**config.mk**
```make
export PLATFORM = sky130hd
export DESIGN_NAME = vci_immobilizer
export DESIGN_NICKNAME = d
export VERILOG_FILES = /design/src/core/vci_pkg.sv /design/src/core/vci_tick.sv /design/src/core/vci_debounce.sv /design/src/core/vci_immobilizer.sv
export SDC_FILE = /design/constraint.sdc
export NUM_CORES = 1
export LEC_CHECK = 0
export ABC_AREA = 1
export ABC_CLOCK_PERIOD_IN_PS = 5400
export BUFFER_PORTS_ARGS = -buffer_cell sky130_fd_sc_hd__buf_2
export CAP_MARGIN = 20
export CORE_ASPECT_RATIO = 0.8
export CORE_UTILIZATION = 45
export DETAILED_ROUTE_END_ITERATION = 10
export PLACE_DENSITY = 0.68
export SYNTH_ARGS = -nofsm -noshare
export SYNTH_HDL_FRONTEND = slang
export SYNTH_SLANG_ARGS = --single-unit
```
**constraint.sdc**
```tcl
create_clock -name i_clock -period 5.4 [get_ports i_clock]
set_input_delay 0.54 -clock i_clock [delete_from_list [all_inputs] [get_ports i_clock]]
set_output_delay 0.54 -clock i_clock [all_outputs]
set_load 0.01 [all_outputs]
```
**src/core/vci_pkg.sv**
```systemverilog
package vci_pkg;

    // ------------------------------------------------------------------
    // register byte offsets
    // ------------------------------------------------------------------
    localparam logic [7:0] ADDR_CTRL = 8'h00;
    localparam logic [7:0] ADDR_CODE_LEN = 8'h04;
    localparam logic [7:0] ADDR_CODE_LOW = 8'h08;
    localparam logic [7:0] ADDR_CODE_HIGH = 8'h0c;
    localparam logic [7:0] ADDR_WARN_TIME = 8'h10;
    localparam logic [7:0] ADDR_SHUTDOWN_MIN = 8'h14;
    localparam logic [7:0] ADDR_REARM_DELAY = 8'h18;
    localparam logic [7:0] ADDR_STATUS = 8'h1c;

    // ------------------------------------------------------------------
    // reset values and legal ranges
    // ------------------------------------------------------------------
    localparam logic RST_ENABLE = 1'b0;
    localparam logic [3:0] RST_CODE_LEN = 4'h5;
    localparam logic [3:0] CODE_LEN_MIN = 4'h1;
    localparam logic [3:0] CODE_LEN_MAX = 4'h8;
    // code halves are kept as four bcd digits each
    localparam logic [15:0] RST_CODE_LOW = 16'h2345;
    localparam logic [15:0] RST_CODE_HIGH = 16'h0001;
    localparam logic [9:0] RST_WARN_S = 10'h001;
    localparam logic [9:0] WARN_S_MIN = 10'h001;
    localparam logic [9:0] WARN_S_MAX = 10'h28f;
    localparam logic [9:0] RST_SHUTDOWN_S = 10'h00a;
    localparam logic [9:0] SHUTDOWN_S_MIN = 10'h00a;
    localparam logic [9:0] SHUTDOWN_S_MAX = 10'h03c;
    localparam logic [9:0] RST_REARM_S = 10'h00a;
    localparam logic [9:0] REARM_S_MIN = 10'h001;
    localparam logic [9:0] REARM_S_MAX = 10'h28f;

    // ------------------------------------------------------------------
    // timing
    // ------------------------------------------------------------------
    localparam int CLOCK_HZ = 20000000;
    localparam int MS_PER_S = 1000;
    localparam int MS_CYCLES_DFLT = CLOCK_HZ / MS_PER_S;
    localparam logic [9:0] LAST_MS_OF_S = 10'h3e7;
    localparam logic [10:0] SHORT_BEEP_MS = 11'h064;
    localparam logic [10:0] LONG_BEEP_MS = 11'h5dc;
    localparam logic [10:0] SLOW_FLASH_HALF_MS = 11'h1f4;
    localparam logic [4:0] DEBOUNCE_MS = 5'h14;

    // ------------------------------------------------------------------
    // input pin positions in the filtered vector
    // ------------------------------------------------------------------
    localparam int NUM_DIGITS = 10;
    localparam int PIN_CLEAR = 10;
    localparam int PIN_BRAKE = 11;
    localparam int PIN_KEY_RUN = 12;
    localparam int PIN_ENGINE = 13;
    localparam int PIN_SPEED = 14;
    localparam int NUM_PINS = 15;

    // ------------------------------------------------------------------
    // controller states
    // ------------------------------------------------------------------
    typedef enum logic [5:0] {
        ST_IDLE = 6'h01,
        ST_ARMED = 6'h02,
        ST_ACCEPTED = 6'h04,
        ST_WARN = 6'h08,
        ST_SHUTDOWN = 6'h10,
        ST_REARM = 6'h20
    } vci_state_type;

endpackage : vci_pkg

```
**src/core/vci_tick.sv**
```systemverilog
`timescale 1ns/1ps
module vci_tick #(
    parameter int unsigned CYCLES = 20000
) (
    input wire logic i_clock,
    input wire logic i_rst_b,
    output logic o_tick
);
    localparam int CW = (CYCLES > 1) ? $clog2(CYCLES) : 1;
    localparam logic [CW-1:0] LAST = CW'(CYCLES - 1);

    typedef struct packed {
        logic [CW-1:0] cnt;
        logic tick;
    } vci_tick_type;

    vci_tick_type q;
    vci_tick_type d;

    always_comb begin
        d = q;
        d.tick = 1'b0;
        if (q.cnt == LAST) begin
            d.cnt = '0;
            d.tick = 1'b1;
        end else begin
            d.cnt = q.cnt + CW'(1);
        end
    end

    always_ff @(posedge i_clock) begin
        if (!i_rst_b) begin
            q <= '0;
        end else begin
            q <= d;
        end
    end

    assign o_tick = q.tick;

endmodule : vci_tick

```
**src/core/vci_debounce.sv**
```systemverilog
`timescale 1ns/1ps
module vci_debounce (
    input wire logic i_clock,
    input wire logic i_rst_b,
    input wire logic i_pin,
    input wire logic i_ms_tick,
    output logic o_level,
    output logic o_press
);
    typedef struct packed {
        logic [2:0] sync;
        logic stable;
        logic [4:0] cnt;
        logic press;
    } vci_deb_type;

    vci_deb_type q;
    vci_deb_type d;

    always_comb begin
        d = q;
        d.sync = {q.sync[1:0], i_pin};
        d.press = 1'b0;
        // sync[0] is only ever read by sync[1]
        if ((q.sync[1] == q.sync[2]) && (q.sync[2] != q.stable)) begin
            if (i_ms_tick) begin
                if (q.cnt == vci_pkg::DEBOUNCE_MS) begin
                    d.stable = q.sync[2];
                    d.press = q.sync[2];
                    d.cnt = '0;
                end else begin
                    d.cnt = q.cnt + 5'h01;
                end
            end
        end else begin
            d.cnt = '0;
        end
    end

    always_ff @(posedge i_clock) begin
        if (!i_rst_b) begin
            q <= '0;
        end else begin
            q <= d;
        end
    end

    assign o_level = q.stable;
    assign o_press = q.press;

endmodule : vci_debounce

```
**src/core/vci_immobilizer.sv**
```systemverilog
// Added by the designer: the APB interface to the registers and the address map.
`timescale 1ns/1ps
module vci_immobilizer #(
    parameter int unsigned MS_CYCLES = vci_pkg::MS_CYCLES_DFLT
) (
    input wire logic i_clock,
    input wire logic i_rst_b,
    input wire logic i_psel,
    input wire logic i_penable,
    input wire logic i_pwrite,
    input wire logic [7:0] i_paddr,
    input wire logic [31:0] i_pwdata,
    output logic [31:0] o_prdata,
    output logic o_pready,
    output logic o_pslverr,
    input wire logic [9:0] i_digit_sw,
    input wire logic i_clear_sw,
    input wire logic i_park_brake,
    input wire logic i_key_run,
    input wire logic i_engine_running,
    input wire logic i_speed_above_limit,
    output logic o_stop_lamp,
    output logic o_alarm,
    output logic o_engine_kill
);

    // ------------------------------------------------------------
    // state record
    // ------------------------------------------------------------
    typedef struct packed {
        vci_pkg::vci_state_type state;
        logic enable;
        logic [3:0] code_len;
        logic [15:0] code_low;
        logic [15:0] code_high;
        logic [9:0] warn_s;
        logic [9:0] shutdown_s;
        logic [9:0] rearm_s;
        logic [31:0] entry;
        logic [3:0] ndig;
        logic locked;
        logic [10:0] fb_ms;
        logic [9:0] ms_of_s;
        logic [9:0] secs;
        logic [10:0] flash_ms;
        logic flash_on;
        logic lamp;
        logic alarm;
        logic kill;
        logic [31:0] prdata;
    } vci_core_type;

    vci_core_type q;
    vci_core_type d;

    // ------------------------------------------------------------
    // input filtering and time base
    // ------------------------------------------------------------
    logic ms_tick;
    logic [vci_pkg::NUM_PINS-1:0] pins;
    logic [vci_pkg::NUM_PINS-1:0] lvl;
    logic [vci_pkg::NUM_PINS-1:0] press;

    vci_tick #(
        .CYCLES(MS_CYCLES)
    ) u_ms_tick (
        .i_clock(i_clock),
        .i_rst_b(i_rst_b),
        .o_tick(ms_tick)
    );

    assign pins = {i_speed_above_limit, i_engine_running, i_key_run,
                   i_park_brake, i_clear_sw, i_digit_sw};

    genvar gp;
    generate
        for (gp = 0; gp < vci_pkg::NUM_PINS; gp++) begin : g_pin
            vci_debounce u_deb (
                .i_clock(i_clock),
                .i_rst_b(i_rst_b),
                .i_pin(pins[gp]),
                .i_ms_tick(ms_tick),
                .o_level(lvl[gp]),
                .o_press(press[gp])
            );
        end
    endgenerate

    logic brake;
    logic key_run;
    logic engine_on;
    logic speeding;
    assign brake = lvl[vci_pkg::PIN_BRAKE];
    assign key_run = lvl[vci_pkg::PIN_KEY_RUN];
    assign engine_on = lvl[vci_pkg::PIN_ENGINE];
    assign speeding = lvl[vci_pkg::PIN_SPEED];

    // ------------------------------------------------------------
    // digit capture and code compare
    // ------------------------------------------------------------
    logic digit_hit;
    logic [3:0] digit;
    logic [31:0] entry_shift;
    logic [31:0] code_full;
    logic [7:0] nib_ok;
    logic code_match;

    always_comb begin
        digit_hit = 1'b0;
        digit = 4'h0;
        // two digits in one cycle: the lower one wins, the other is lost
        for (int i = vci_pkg::NUM_DIGITS - 1; i >= 0; i--) begin
            if (press[i]) begin
                digit_hit = 1'b1;
                digit = i[3:0];
            end
        end
    end

    // newest digit enters at the right, so the first one ends leftmost
    assign entry_shift = {q.entry[27:0], digit};
    assign code_full = {q.code_high, q.code_low};

    genvar gn;
    generate
        for (gn = 0; gn < 8; gn++) begin : g_nib
            assign nib_ok[gn] = (4'(gn) >= q.code_len) ||
                (entry_shift[4*gn +: 4] == code_full[4*gn +: 4]);
        end
    endgenerate
    assign code_match = &nib_ok;

    // ------------------------------------------------------------
    // register bus decode
    // ------------------------------------------------------------
    logic addr_hit;
    always_comb begin
        case (i_paddr)
            vci_pkg::ADDR_CTRL, vci_pkg::ADDR_CODE_LEN,
            vci_pkg::ADDR_CODE_LOW, vci_pkg::ADDR_CODE_HIGH,
            vci_pkg::ADDR_WARN_TIME, vci_pkg::ADDR_SHUTDOWN_MIN,
            vci_pkg::ADDR_REARM_DELAY, vci_pkg::ADDR_STATUS: begin
                addr_hit = 1'b1;
            end
            default: begin
                addr_hit = 1'b0;
            end
        endcase
    end

    // range limits are enforced on write so the timers never see
    // a value outside the legal window
    function automatic logic [9:0] vci_clamp(input logic [31:0] v,
                                             input logic [9:0] lo,
                                             input logic [9:0] hi);
        logic [9:0] r;
        if (v < 32'(lo)) begin
            r = lo;
        end else if (v > 32'(hi)) begin
            r = hi;
        end else begin
            r = v[9:0];
        end
        return r;
    endfunction : vci_clamp

    // ------------------------------------------------------------
    // next state
    // ------------------------------------------------------------
    logic entry_open;
    logic correct;
    logic wrong;
    logic sec_tick;
    logic [3:0] ndig_inc;

    always_comb begin
        d = q;
        sec_tick = 1'b0;
        correct = 1'b0;
        wrong = 1'b0;
        ndig_inc = q.ndig + 4'h1;

        // register writes take effect at the access edge
        if (i_psel && i_penable && i_pwrite) begin
            case (i_paddr)
                vci_pkg::ADDR_CTRL: begin
                    d.enable = i_pwdata[0];
                end
                vci_pkg::ADDR_CODE_LEN: begin
                    d.code_len = 4'(vci_clamp(i_pwdata,
                        10'(vci_pkg::CODE_LEN_MIN),
                        10'(vci_pkg::CODE_LEN_MAX)));
                end
                vci_pkg::ADDR_CODE_LOW: begin
                    d.code_low = i_pwdata[15:0];
                end
                vci_pkg::ADDR_CODE_HIGH: begin
                    d.code_high = i_pwdata[15:0];
                end
                vci_pkg::ADDR_WARN_TIME: begin
                    d.warn_s = vci_clamp(i_pwdata, vci_pkg::WARN_S_MIN,
                                         vci_pkg::WARN_S_MAX);
                end
                vci_pkg::ADDR_SHUTDOWN_MIN: begin
                    d.shutdown_s = vci_clamp(i_pwdata,
                        vci_pkg::SHUTDOWN_S_MIN,
                        vci_pkg::SHUTDOWN_S_MAX);
                end
                vci_pkg::ADDR_REARM_DELAY: begin
                    d.rearm_s = vci_clamp(i_pwdata, vci_pkg::REARM_S_MIN,
                                          vci_pkg::REARM_S_MAX);
                end
                default: begin
                end
            endcase
        end

        // read data is captured in the setup cycle
        if (i_psel && !i_penable && !i_pwrite) begin
            case (i_paddr)
                vci_pkg::ADDR_CTRL: d.prdata = {31'h0, q.enable};
                vci_pkg::ADDR_CODE_LEN: d.prdata = {28'h0, q.code_len};
                vci_pkg::ADDR_CODE_LOW: d.prdata = {16'h0, q.code_low};
                vci_pkg::ADDR_CODE_HIGH: d.prdata = {16'h0, q.code_high};
                vci_pkg::ADDR_WARN_TIME: d.prdata = {22'h0, q.warn_s};
                vci_pkg::ADDR_SHUTDOWN_MIN: d.prdata = {22'h0, q.shutdown_s};
                vci_pkg::ADDR_REARM_DELAY: d.prdata = {22'h0, q.rearm_s};
                vci_pkg::ADDR_STATUS: begin
                    d.prdata = {19'h0, q.kill, q.ndig, q.locked,
                                1'b0, q.state};
                end
                default: d.prdata = 32'h0;
            endcase
        end

        // time base: seconds and the slow flash
        if (ms_tick) begin
            if (q.ms_of_s == vci_pkg::LAST_MS_OF_S) begin
                d.ms_of_s = '0;
                sec_tick = 1'b1;
            end else begin
                d.ms_of_s = q.ms_of_s + 10'h001;
            end
            if (q.fb_ms != '0) begin
                d.fb_ms = q.fb_ms - 11'h001;
            end
            if (q.flash_ms == vci_pkg::SLOW_FLASH_HALF_MS) begin
                d.flash_ms = '0;
                d.flash_on = !q.flash_on;
            end else begin
                d.flash_ms = q.flash_ms + 11'h001;
            end
        end
        if (sec_tick && (q.secs != '1)) begin
            d.secs = q.secs + 10'h001;
        end

        // code entry
        entry_open = (q.state == vci_pkg::ST_ARMED) ||
                     (q.state == vci_pkg::ST_WARN);
        if (entry_open && !q.locked && digit_hit) begin
            d.entry = entry_shift;
            d.ndig = ndig_inc;
            if (ndig_inc == q.code_len) begin
                correct = code_match;
                wrong = !code_match;
                d.entry = '0;
                d.ndig = '0;
            end
        end
        if (correct) begin
            d.fb_ms = vci_pkg::SHORT_BEEP_MS;
        end
        if (wrong) begin
            // after a wrong code only a clear with the brake set, or a return to idle, reopens
            d.locked = 1'b1;
            d.fb_ms = vci_pkg::LONG_BEEP_MS;
        end
        if (press[vci_pkg::PIN_CLEAR] && brake) begin
            d.entry = '0;
            d.ndig = '0;
            // a wrong code completing in the same cycle keeps the lock
            d.locked = wrong;
        end // no branch for the brake-released case

        // main sequence
        case (q.state)
            vci_pkg::ST_IDLE: begin
                if (key_run && engine_on) begin
                    d.state = brake ? vci_pkg::ST_ARMED
                                    : vci_pkg::ST_WARN;
                end
            end
            vci_pkg::ST_ARMED: begin
                if (correct) begin
                    d.state = vci_pkg::ST_ACCEPTED;
                end else if (!brake || speeding) begin
                    d.state = vci_pkg::ST_WARN;
                end
            end
            vci_pkg::ST_ACCEPTED: begin
                if (press[vci_pkg::PIN_BRAKE]) begin
                    d.state = vci_pkg::ST_ARMED;
                end
            end
            vci_pkg::ST_WARN: begin
                if (correct) begin
                    d.state = vci_pkg::ST_ACCEPTED;
                end else if (brake && !speeding) begin
                    d.state = vci_pkg::ST_ARMED;
                end else if (q.secs >= q.warn_s) begin
                    d.state = vci_pkg::ST_SHUTDOWN;
                end
            end
            vci_pkg::ST_SHUTDOWN: begin
                if (q.secs >= q.shutdown_s) begin
                    d.state = vci_pkg::ST_REARM;
                end
            end
            vci_pkg::ST_REARM: begin
                if (q.secs >= q.rearm_s) begin
                    d.state = vci_pkg::ST_IDLE;
                end
            end
            default: begin
                d.state = vci_pkg::ST_IDLE;
            end
        endcase

        // key leaving run drops to idle, but a shutdown and the rearm
        // delay that follows it still run their full time
        if (!key_run && (q.state != vci_pkg::ST_SHUTDOWN) &&
            (q.state != vci_pkg::ST_REARM)) begin
            d.state = vci_pkg::ST_IDLE;
        end
        if (!q.enable) begin
            d.state = vci_pkg::ST_IDLE;
            d.fb_ms = '0;
        end
        if ((d.state == vci_pkg::ST_IDLE) ||
            (d.state == vci_pkg::ST_ACCEPTED) ||
            (d.state != q.state && d.state == vci_pkg::ST_ARMED &&
             q.state == vci_pkg::ST_ACCEPTED)) begin
            d.entry = '0;
            d.ndig = '0;
            d.locked = 1'b0;
        end

        // every state change restarts its timers
        if (d.state != q.state) begin
            d.secs = '0;
            d.ms_of_s = '0;
            d.flash_ms = '0;
            d.flash_on = 1'b1;
        end

        // outputs
        d.kill = (d.state == vci_pkg::ST_SHUTDOWN);
        d.alarm = (d.fb_ms != '0) ||
                  (d.state == vci_pkg::ST_WARN);
        d.lamp = (d.fb_ms != '0) || d.kill ||
                 ((d.state == vci_pkg::ST_WARN) && d.flash_on);
    end

    // ------------------------------------------------------------
    // registers
    // ------------------------------------------------------------
    always_ff @(posedge i_clock) begin
        if (!i_rst_b) begin
            q <= '0;
            q.state <= vci_pkg::ST_IDLE;
            q.enable <= vci_pkg::RST_ENABLE;
            q.code_len <= vci_pkg::RST_CODE_LEN;
            q.code_low <= vci_pkg::RST_CODE_LOW;
            q.code_high <= vci_pkg::RST_CODE_HIGH;
            q.warn_s <= vci_pkg::RST_WARN_S;
            q.shutdown_s <= vci_pkg::RST_SHUTDOWN_S;
            q.rearm_s <= vci_pkg::RST_REARM_S;
        end else begin
            q <= d;
        end
    end

    assign o_prdata = q.prdata;
    assign o_pready = 1'b1;
    assign o_pslverr = i_psel && i_penable && !addr_hit;
    assign o_stop_lamp = q.lamp;
    assign o_alarm = q.alarm;
    assign o_engine_kill = q.kill;

endmodule : vci_immobilizer

```
# --- Word-level counts from Yosys, hierarchy flattened ---
# Memory sizes are Yosys's and may differ from the RTL's.
# Cells that the tools add are included.
# Widths: inputs -> output; s select.
classes:
  add_sub_neg: 21
  order_cmp: 16
  eq_ne: 79
  mux: 75
  bitwise: 1
  reduce_logical: 114
op_table:
  columns: ["op", "n"]
  rows:
  - ["$pmux 16 s8", 1]
  - ["$add 5x1->5 const B", 15]
  - ["$eq 5x5->1 const B", 15]
  - ["$mux 5", 15]
  - ["$mux 6", 11]
  - ["$mux 4", 13]
  - ["$mux 10", 5]
  - ["$reduce_and 4->1", 12]
  - ["$reduce_and 3->1", 15]
  - ["$mux 11", 4]
  - ["$reduce_and 2->1", 22]
  - ["$eq 4x4->1", 9]
  - ["$mux 36", 1]
  - ["$pmux 6 s6", 1]
  - ["$eq 8x5->1 const B", 4]
  - ["$gt 32x10->1 const B", 1]
  - ["$gt 32x4->1 const B", 1]
  - ["$gt 32x6->1 const B", 1]
  - ["$lt 32x1->1 const B", 1]
  - ["$lt 32x4->1 const B", 1]
  - ["$logic_and 1x1->1", 31]
  - ["$ge 10x10->1", 3]
  - ["$mux 1", 22]
  - ["$reduce_bool 11->1", 2]
  - ["36 further kinds", 100]
word_totals:
  reg_bits: 351
  rom_bits: 32
  output_inout_bits: 37
  elab_cells: 386
  n_memories: 1
memory_table:
  columns: ["memory", "depth", "width", "read_ports", "rd_clocked_by_memory_dff", "wr", "line", "text"]
  rows:
  - ["(no name shown)", 32, 1, 1, 0, 0, "vci_immobilizer.sv:138", "case (i_paddr)"]

# --- Longest topological paths before layout ---
logic_depth:
  ltp_word: 24
  depth_mapped: 25
  depth_no_buf: 24

# --- Cells and area by module ---
# A second synthesis with hierarchy kept.
hier_totals:
  hier_cells: 2393
  hier_area_um2: 17010.1
by_module_without_submodules:
  columns: ["module", "instances", "cells_per_inst", "area_per_inst_um2", "seq_area_each_um2"]
  rows:
  - ["vci_immobilizer", 1, 1335, 9370.2, 3363.2]
  - ["vci_debounce", 15, 63, 456.7, 200.2]
  - ["vci_tick", 1, 113, 789.5, 320.3]

# --- Worst setup path after synthesis ---
# OpenSTA, ideal clock, no wires.
synth_timing:
  path_type: "register to register"
  startpoint: "reg q[79] (netlist bit)"
  endpoint: "reg q[47] (netlist bit)"
  setup_time_ns: 0.063
  arrival_time_ns: 2.255
  path_slack_ns: 3.082
  path_stages_with_launch: 17
  synth_period_minus_slack_ns: 2.318
  cell_sequence: "dfxtp_1 > ha_1 > xor2_1 > a21oi_1 > nand3_2 > nor2_8 > nand3_4 > nand2_1 > nand2_1 > nand3_2 > nand2_2 > nand2_2 > nand2_2 > nor2_8 > nand3_4 > buf_12 > nor2_4"
synth_between:
  elab_chain_cells: 10
  word_cells_on_any_way: 11
synth_lines:
  columns: ["element", "line", "text"]
  rows:
  - ["start, declared", "vci_immobilizer.sv:53", "vci_core_type q;"]
  - ["$add 4x1->4 (*)", "vci_immobilizer.sv:181", "ndig_inc = q.ndig + 4'h1;"]
  - ["$eq 4x4->1 (*)", "vci_immobilizer.sv:264", "if (ndig_inc == q.code_len) begin"]
  - ["$mux 1 (*)", "vci_immobilizer.sv:264", null]
  - ["$mux 1 (*)", "vci_immobilizer.sv:261", "if (entry_open && !q.locked && digit_hit) begin"]
  - ["$mux 6, on equally long branches", "vci_immobilizer.sv:307, vci_immobilizer.sv:295", null]
  - ["$pmux 6 s6 (*)", "vci_immobilizer.sv:287", "case (q.state)"]
  - ["$mux 6 (*)", "vci_immobilizer.sv:332", "if (!key_run && (q.state != vci_pkg::ST_SHUTDOWN) &&"]
  - ["$mux 6 (*)", "vci_immobilizer.sv:336", "if (!q.enable) begin"]
  - ["$ne 6x6->1 (*)", "vci_immobilizer.sv:350", "if (d.state != q.state) begin"]
  - ["$reduce_or 2->1 (no source line) (*)", null, null]
# Mark *: on every way between the ends. The rest lies on a longest branch, timed or not.
# A chain may end at the register's enable or synchronous reset.

# --- Final worst setup path ---
layout_timing:
  startpoint: "reg q[185] (netlist bit)"
  endpoint: "reg q (netlist bit entry_shift[29])"
layout_between:
  elab_chain_cells: 14
  word_cells_on_any_way: 35
layout_lines:
  columns: ["element", "line", "text"]
  rows:
  - ["$eq 6x2->1 or $eq 6x4->1 (tied branches)", "vci_immobilizer.sv:259, vci_immobilizer.sv:287, vci_immobilizer.sv:260", null]
  - ["$logic_or 1x1->1", "vci_immobilizer.sv:259", "entry_open = (q.state == vci_pkg::ST_ARMED) ||"]
  - ["$logic_and 1x1->1 (2 in a row)", "vci_immobilizer.sv:261", null]
  - ["$mux 1", "vci_immobilizer.sv:261", null]
  - ["$mux 6, on equally long branches", "vci_immobilizer.sv:307, vci_immobilizer.sv:295", null]
  - ["$pmux 6 s6", "vci_immobilizer.sv:287", null]
  - ["$mux 6", "vci_immobilizer.sv:332", null]
  - ["$mux 6", "vci_immobilizer.sv:336", null]
  - ["$ne 6x6->1 or $eq 6x2->1 (tied branches)", "vci_immobilizer.sv:342", "(d.state != q.state && d.state == vci_pkg::ST_ARMED &&"]
  - ["$logic_and 1x1->1 (2 in a row)", "vci_immobilizer.sv:342", null]
  - ["$logic_or 1x1->1", "vci_immobilizer.sv:341", "(d.state == vci_pkg::ST_ACCEPTED) ||"]
  - ["$reduce_or 3->1 (no source line)", null, null]
# Several ways; a longest one is shown, not always the timed one.

==> reports/qor.tcl <==
set qor(outcome) {finished, final reports clean}
set qor(worstSetupStartpoint) {q[185]}
set qor(cts_setup_buffers) 0
set qor(nNetsFinal) 2345
set qor(setup_viol) 0
set qor(diodes) 0
set qor(totalWireLength_um) 37600
set qor(cts_tree) {built}
set qor(core-area_sq_um) 35000
set qor(cts.reportedPaths.clkPinSlew_ns) 0.06
set qor(timing.critical_path.to_type) {register}
set qor(die_width_um) 214
set qor(ctsHtreeMaxLevel) 2
set qor(warnings_synthesis) 0
set qor(fin_crit_ns) 3.34
set qor(die_h_um) 171
set qor(number_of_global_route_vias_before_repair) 12900
set qor(initial_core_utilization) 0.460
set qor(cap_violations) 0
set qor(detailedPlace.worstSlack_ns) 2.12
set qor(vias_per_instance) 5.10
set qor(ys_seq_elements) 331
set qor(grt_setup_unrepaired) {false}
set qor(hold_start) {i_digit_sw[2]}
set qor(peakVddDrop_v) 0.000214
set qor(ctsLongestPathBuffers) 3
set qor(post_drt_wl_per_cell_um) 13.8
set qor(gp_congestion) 0.906
set qor(place.port_buffers) 79
set qor(crit_path_start_kind) {register}
set qor(global_route_wire_length_before_repair_um) 62200
set qor(powerDensity_nw_per_um2) 278
set qor(cts_buffers) 34
set qor(fp.dieArea_sq_um) 36600
set qor(worst_slew_margin_rel) 0.293
set qor(fin_hold_ws_ns) 0.177
set qor(routed-via-count) 13900
set qor(synth.avg_cell_area_sq_um) 7.43
set qor(worst_skew_pair.late_latency_ns) 0.54
set qor(netlist_area_sq_um) 16100
set qor(holdBufCountCts) 0
set qor(syn_to_final_growth_pct) 10.9
set qor(critPathKind) {reg2reg}
set qor(synth_cells) 2172
set qor(timing_worst_slew_pin_value_ns) 1.06
set qor(ys_dominant_reg_cell) {dfxtp_1}
set qor(drt-initial-drc-count) 970
set qor(grt_util_all_layers) 0.208
set qor(final.period_utilization) 0.618
set qor(fillers) 3383
set qor(detailedPlacementHpwl_um) 27500
set qor(summed_negative_setup_slack_over_all_endpoints_ns) 0
set qor(async_flop_share) 0
set qor(cts_root_buf) {clkbuf_16}
set qor(worstPathArrival_ns) 3.70
set qor(worst_hold_check_path_type) {in2reg}
set qor(fin_ws_ns) 2.06
set qor(crit_fanout) 34
set qor(placementRows) 61
set qor(design_power_total_mw) 4.98
set qor(antenna_found_initial) 0
set qor(antenna_nets_post_route) 0
set qor(sequential_to_total_area_share_from_yosys_stat) 0.411
set qor(fin_skew_ns) 0.0396
set qor(synth_edf_count) 0
set qor(timing.fmax_mhz) 300
set qor(post_route_cells_drive_above_1_share) 0.0976
set qor(power_leakage_nw) 7.28
set qor(drt_drc_violations_left) 0
set qor(regToRegStartpoint) {q[185]}
set qor(finalMaxSlewViolations) 0
set qor(clock_sinks) 331
set qor(critPathRequiredTime_ns) 5.76
set qor(final-hold-violation-count) 0
set qor(cts-resized-gates) 0
set qor(pin_count_of_the_biggest_net_entering_global_routing) 75
set qor(post_synth_num_cell_types) 58
set qor(io_pins) 97
set qor(globalRoute.totalOverflow) 0
set qor(drtPass1Iterations) 5
-- flip-flops by register name, indices dropped and copies added, names as in the netlist --
register             cells
code_full               32
u_ms_tick.q             15
o_engine_kill            1
o_prdata                16
g_pin.u_deb.q           90
g_pin.u_deb.o_level     15
o_stop_lamp              1
u_ms_tick.o_tick         1
entry_shift             28
o_alarm                  1
g_pin.u_deb.d           30
g_pin.u_deb.o_press     12
q                       89
-- power by group --
part / switching, mW / internal [mW] / total, mW / leakage, nW
Sequential: 0.00828 / 2.46 / 2.46 / 2.67
Combinational: 0.0831 / 0.0352 / 0.118 / 4.06
Clock: 0.998 / 1.39 / 2.39 / 0.550
-- routing by layer --
layer	routed length [um]	track usage	part of all wire
met2	16500	0.329	0.44
met5	0	0	0
met4	777	0.0559	0.021
met3	2290	0.0407	0.061
met1	18100	0.287	0.48
-- cells in the mapped netlist, types with 2 or more instances --
cell type / count / area [sq um]
o22ai_1: 16 / 100
o21ai_0: 102 / 510
nor2_2: 12 / 75.1
a31oi_1: 4 / 25.0
nand3_4: 3 / 52.6
nand4_4: 2 / 42.5
buf_1: 8 / 30.0
a21oi_1: 153 / 766
buf_2: 6 / 30.0
or2_2: 15 / 93.8
o31ai_1: 7 / 52.6
buf_4: 33 / 248
o211ai_1: 12 / 90.1
clkbuf_1: 44 / 165
a31o_2: 12 / 105
inv_1: 305 / 1140
nand3_1: 106 / 531
nand3b_1: 3 / 22.5
nor2_4: 11 / 124
dfxtp_1: 331 / 6630
nor2_8: 2 / 40.0
o21ai_1: 2 / 10.0
nor4_2: 2 / 25.0
xnor2_1: 39 / 342
conb_1: 2 / 7.51
o41ai_1: 3 / 26.3
nor3_1: 55 / 275
o311a_1: 2 / 20.0
nand4_1: 44 / 275
xor2_1: 64 / 561
o2111ai_1: 4 / 35.0
inv_2: 4 / 15.0
nor4_1: 22 / 138
nor2_1: 251 / 942
nand3_2: 3 / 30.0
ha_1: 67 / 838
a22o_1: 3 / 26.3
nand2_2: 5 / 31.3
nand2_1: 393 / 1480
or2_1: 2 / 12.5
-- path summary, 6_finish.rpt --
check                                      endpoint  slack (ns)  depth (start not counted)
worst max-delay path                entry_shift[29]        2.06                         14
worst min-delay path            g_pin[2].u_deb.d[8]        0.18                          3
worst max register to register      entry_shift[29]        2.06                         14
worst min register to register  g_pin[7].u_deb.d[9]        0.41                          2
-- worst max-delay path, cell delays in order, from the launching register on --
cell      delay (ns)
dfxtp_1         0.36
nor2_1          0.14
nand4_1         0.20
nand2_1         0.23
nand3_4         0.36
nor2_8          0.31
nand3_4         0.14
nand2_1         0.09
nand2_1         0.06
nand3_2         0.08
nand2_2         0.07
o211ai_1        0.14
inv_1           0.07
nand2_1         0.77
a21oi_1         0.13
-- kinds of logic after synthesis --
family                     after synthesis  share of synthesized area
DFF                                    331                      0.411
other                                    2                   0.000466
adders and majority gates               67                     0.0520
xor gates and xnor gates               104                     0.0569
muxes                                    2                    0.00132
buffers and inverters                  403                      0.103
AOI/OAI and AO/OA                      325                      0.112
and+or+nand+nor                        938                      0.263
-- cell usage in the layout (no fill, tap or decap), drive strengths merged, types with 16 or more instances in the layout --
master | netlist | final
nor4 | 24 | 24
a21oi | 153 | 153
ha | 67 | 67
xnor2 | 39 | 39
o21ai | 104 | 104
nand2 | 399 | 399
buf | 48 | 87
dfxtp | 331 | 331
xor2 | 65 | 65
clkbuf | 44 | 49
nor3 | 57 | 57
nand4 | 46 | 46
nor2 | 276 | 276
nand3 | 112 | 112
or2 | 18 | 18
conb | 2 | 17
o22ai | 16 | 16
inv | 309 | 310
-- per-stage QoR --
step | util | instance area (sq um) | std cells
2_1_floorplan | - | 16200 | 2187
6_report | 0.510 | 17900 | 2716
3_3_place_gp | 0.478 | 16800 | 2654
3_5_place_dp | 0.478 | 16800 | 2654
4_1_cts | 0.510 | 17900 | 2716
5_1_grt | 0.510 | 17900 | 2716
-- area by class of cell --
type | instances | area, sq um | share of cell area
inverter | 311 | 1170 | 0.0653
clock buffer | 49 | 958 | 0.0536
timing repair buffer | 87 | 458 | 0.0256
clock inverter | 13 | 173 | 0.00966
multi-input combinational | 1453 | 7910 | 0.442
tap | 472 | 591 | 0.0330
sequential | 331 | 6630 | 0.371
(Power assumes the default switching activity.)
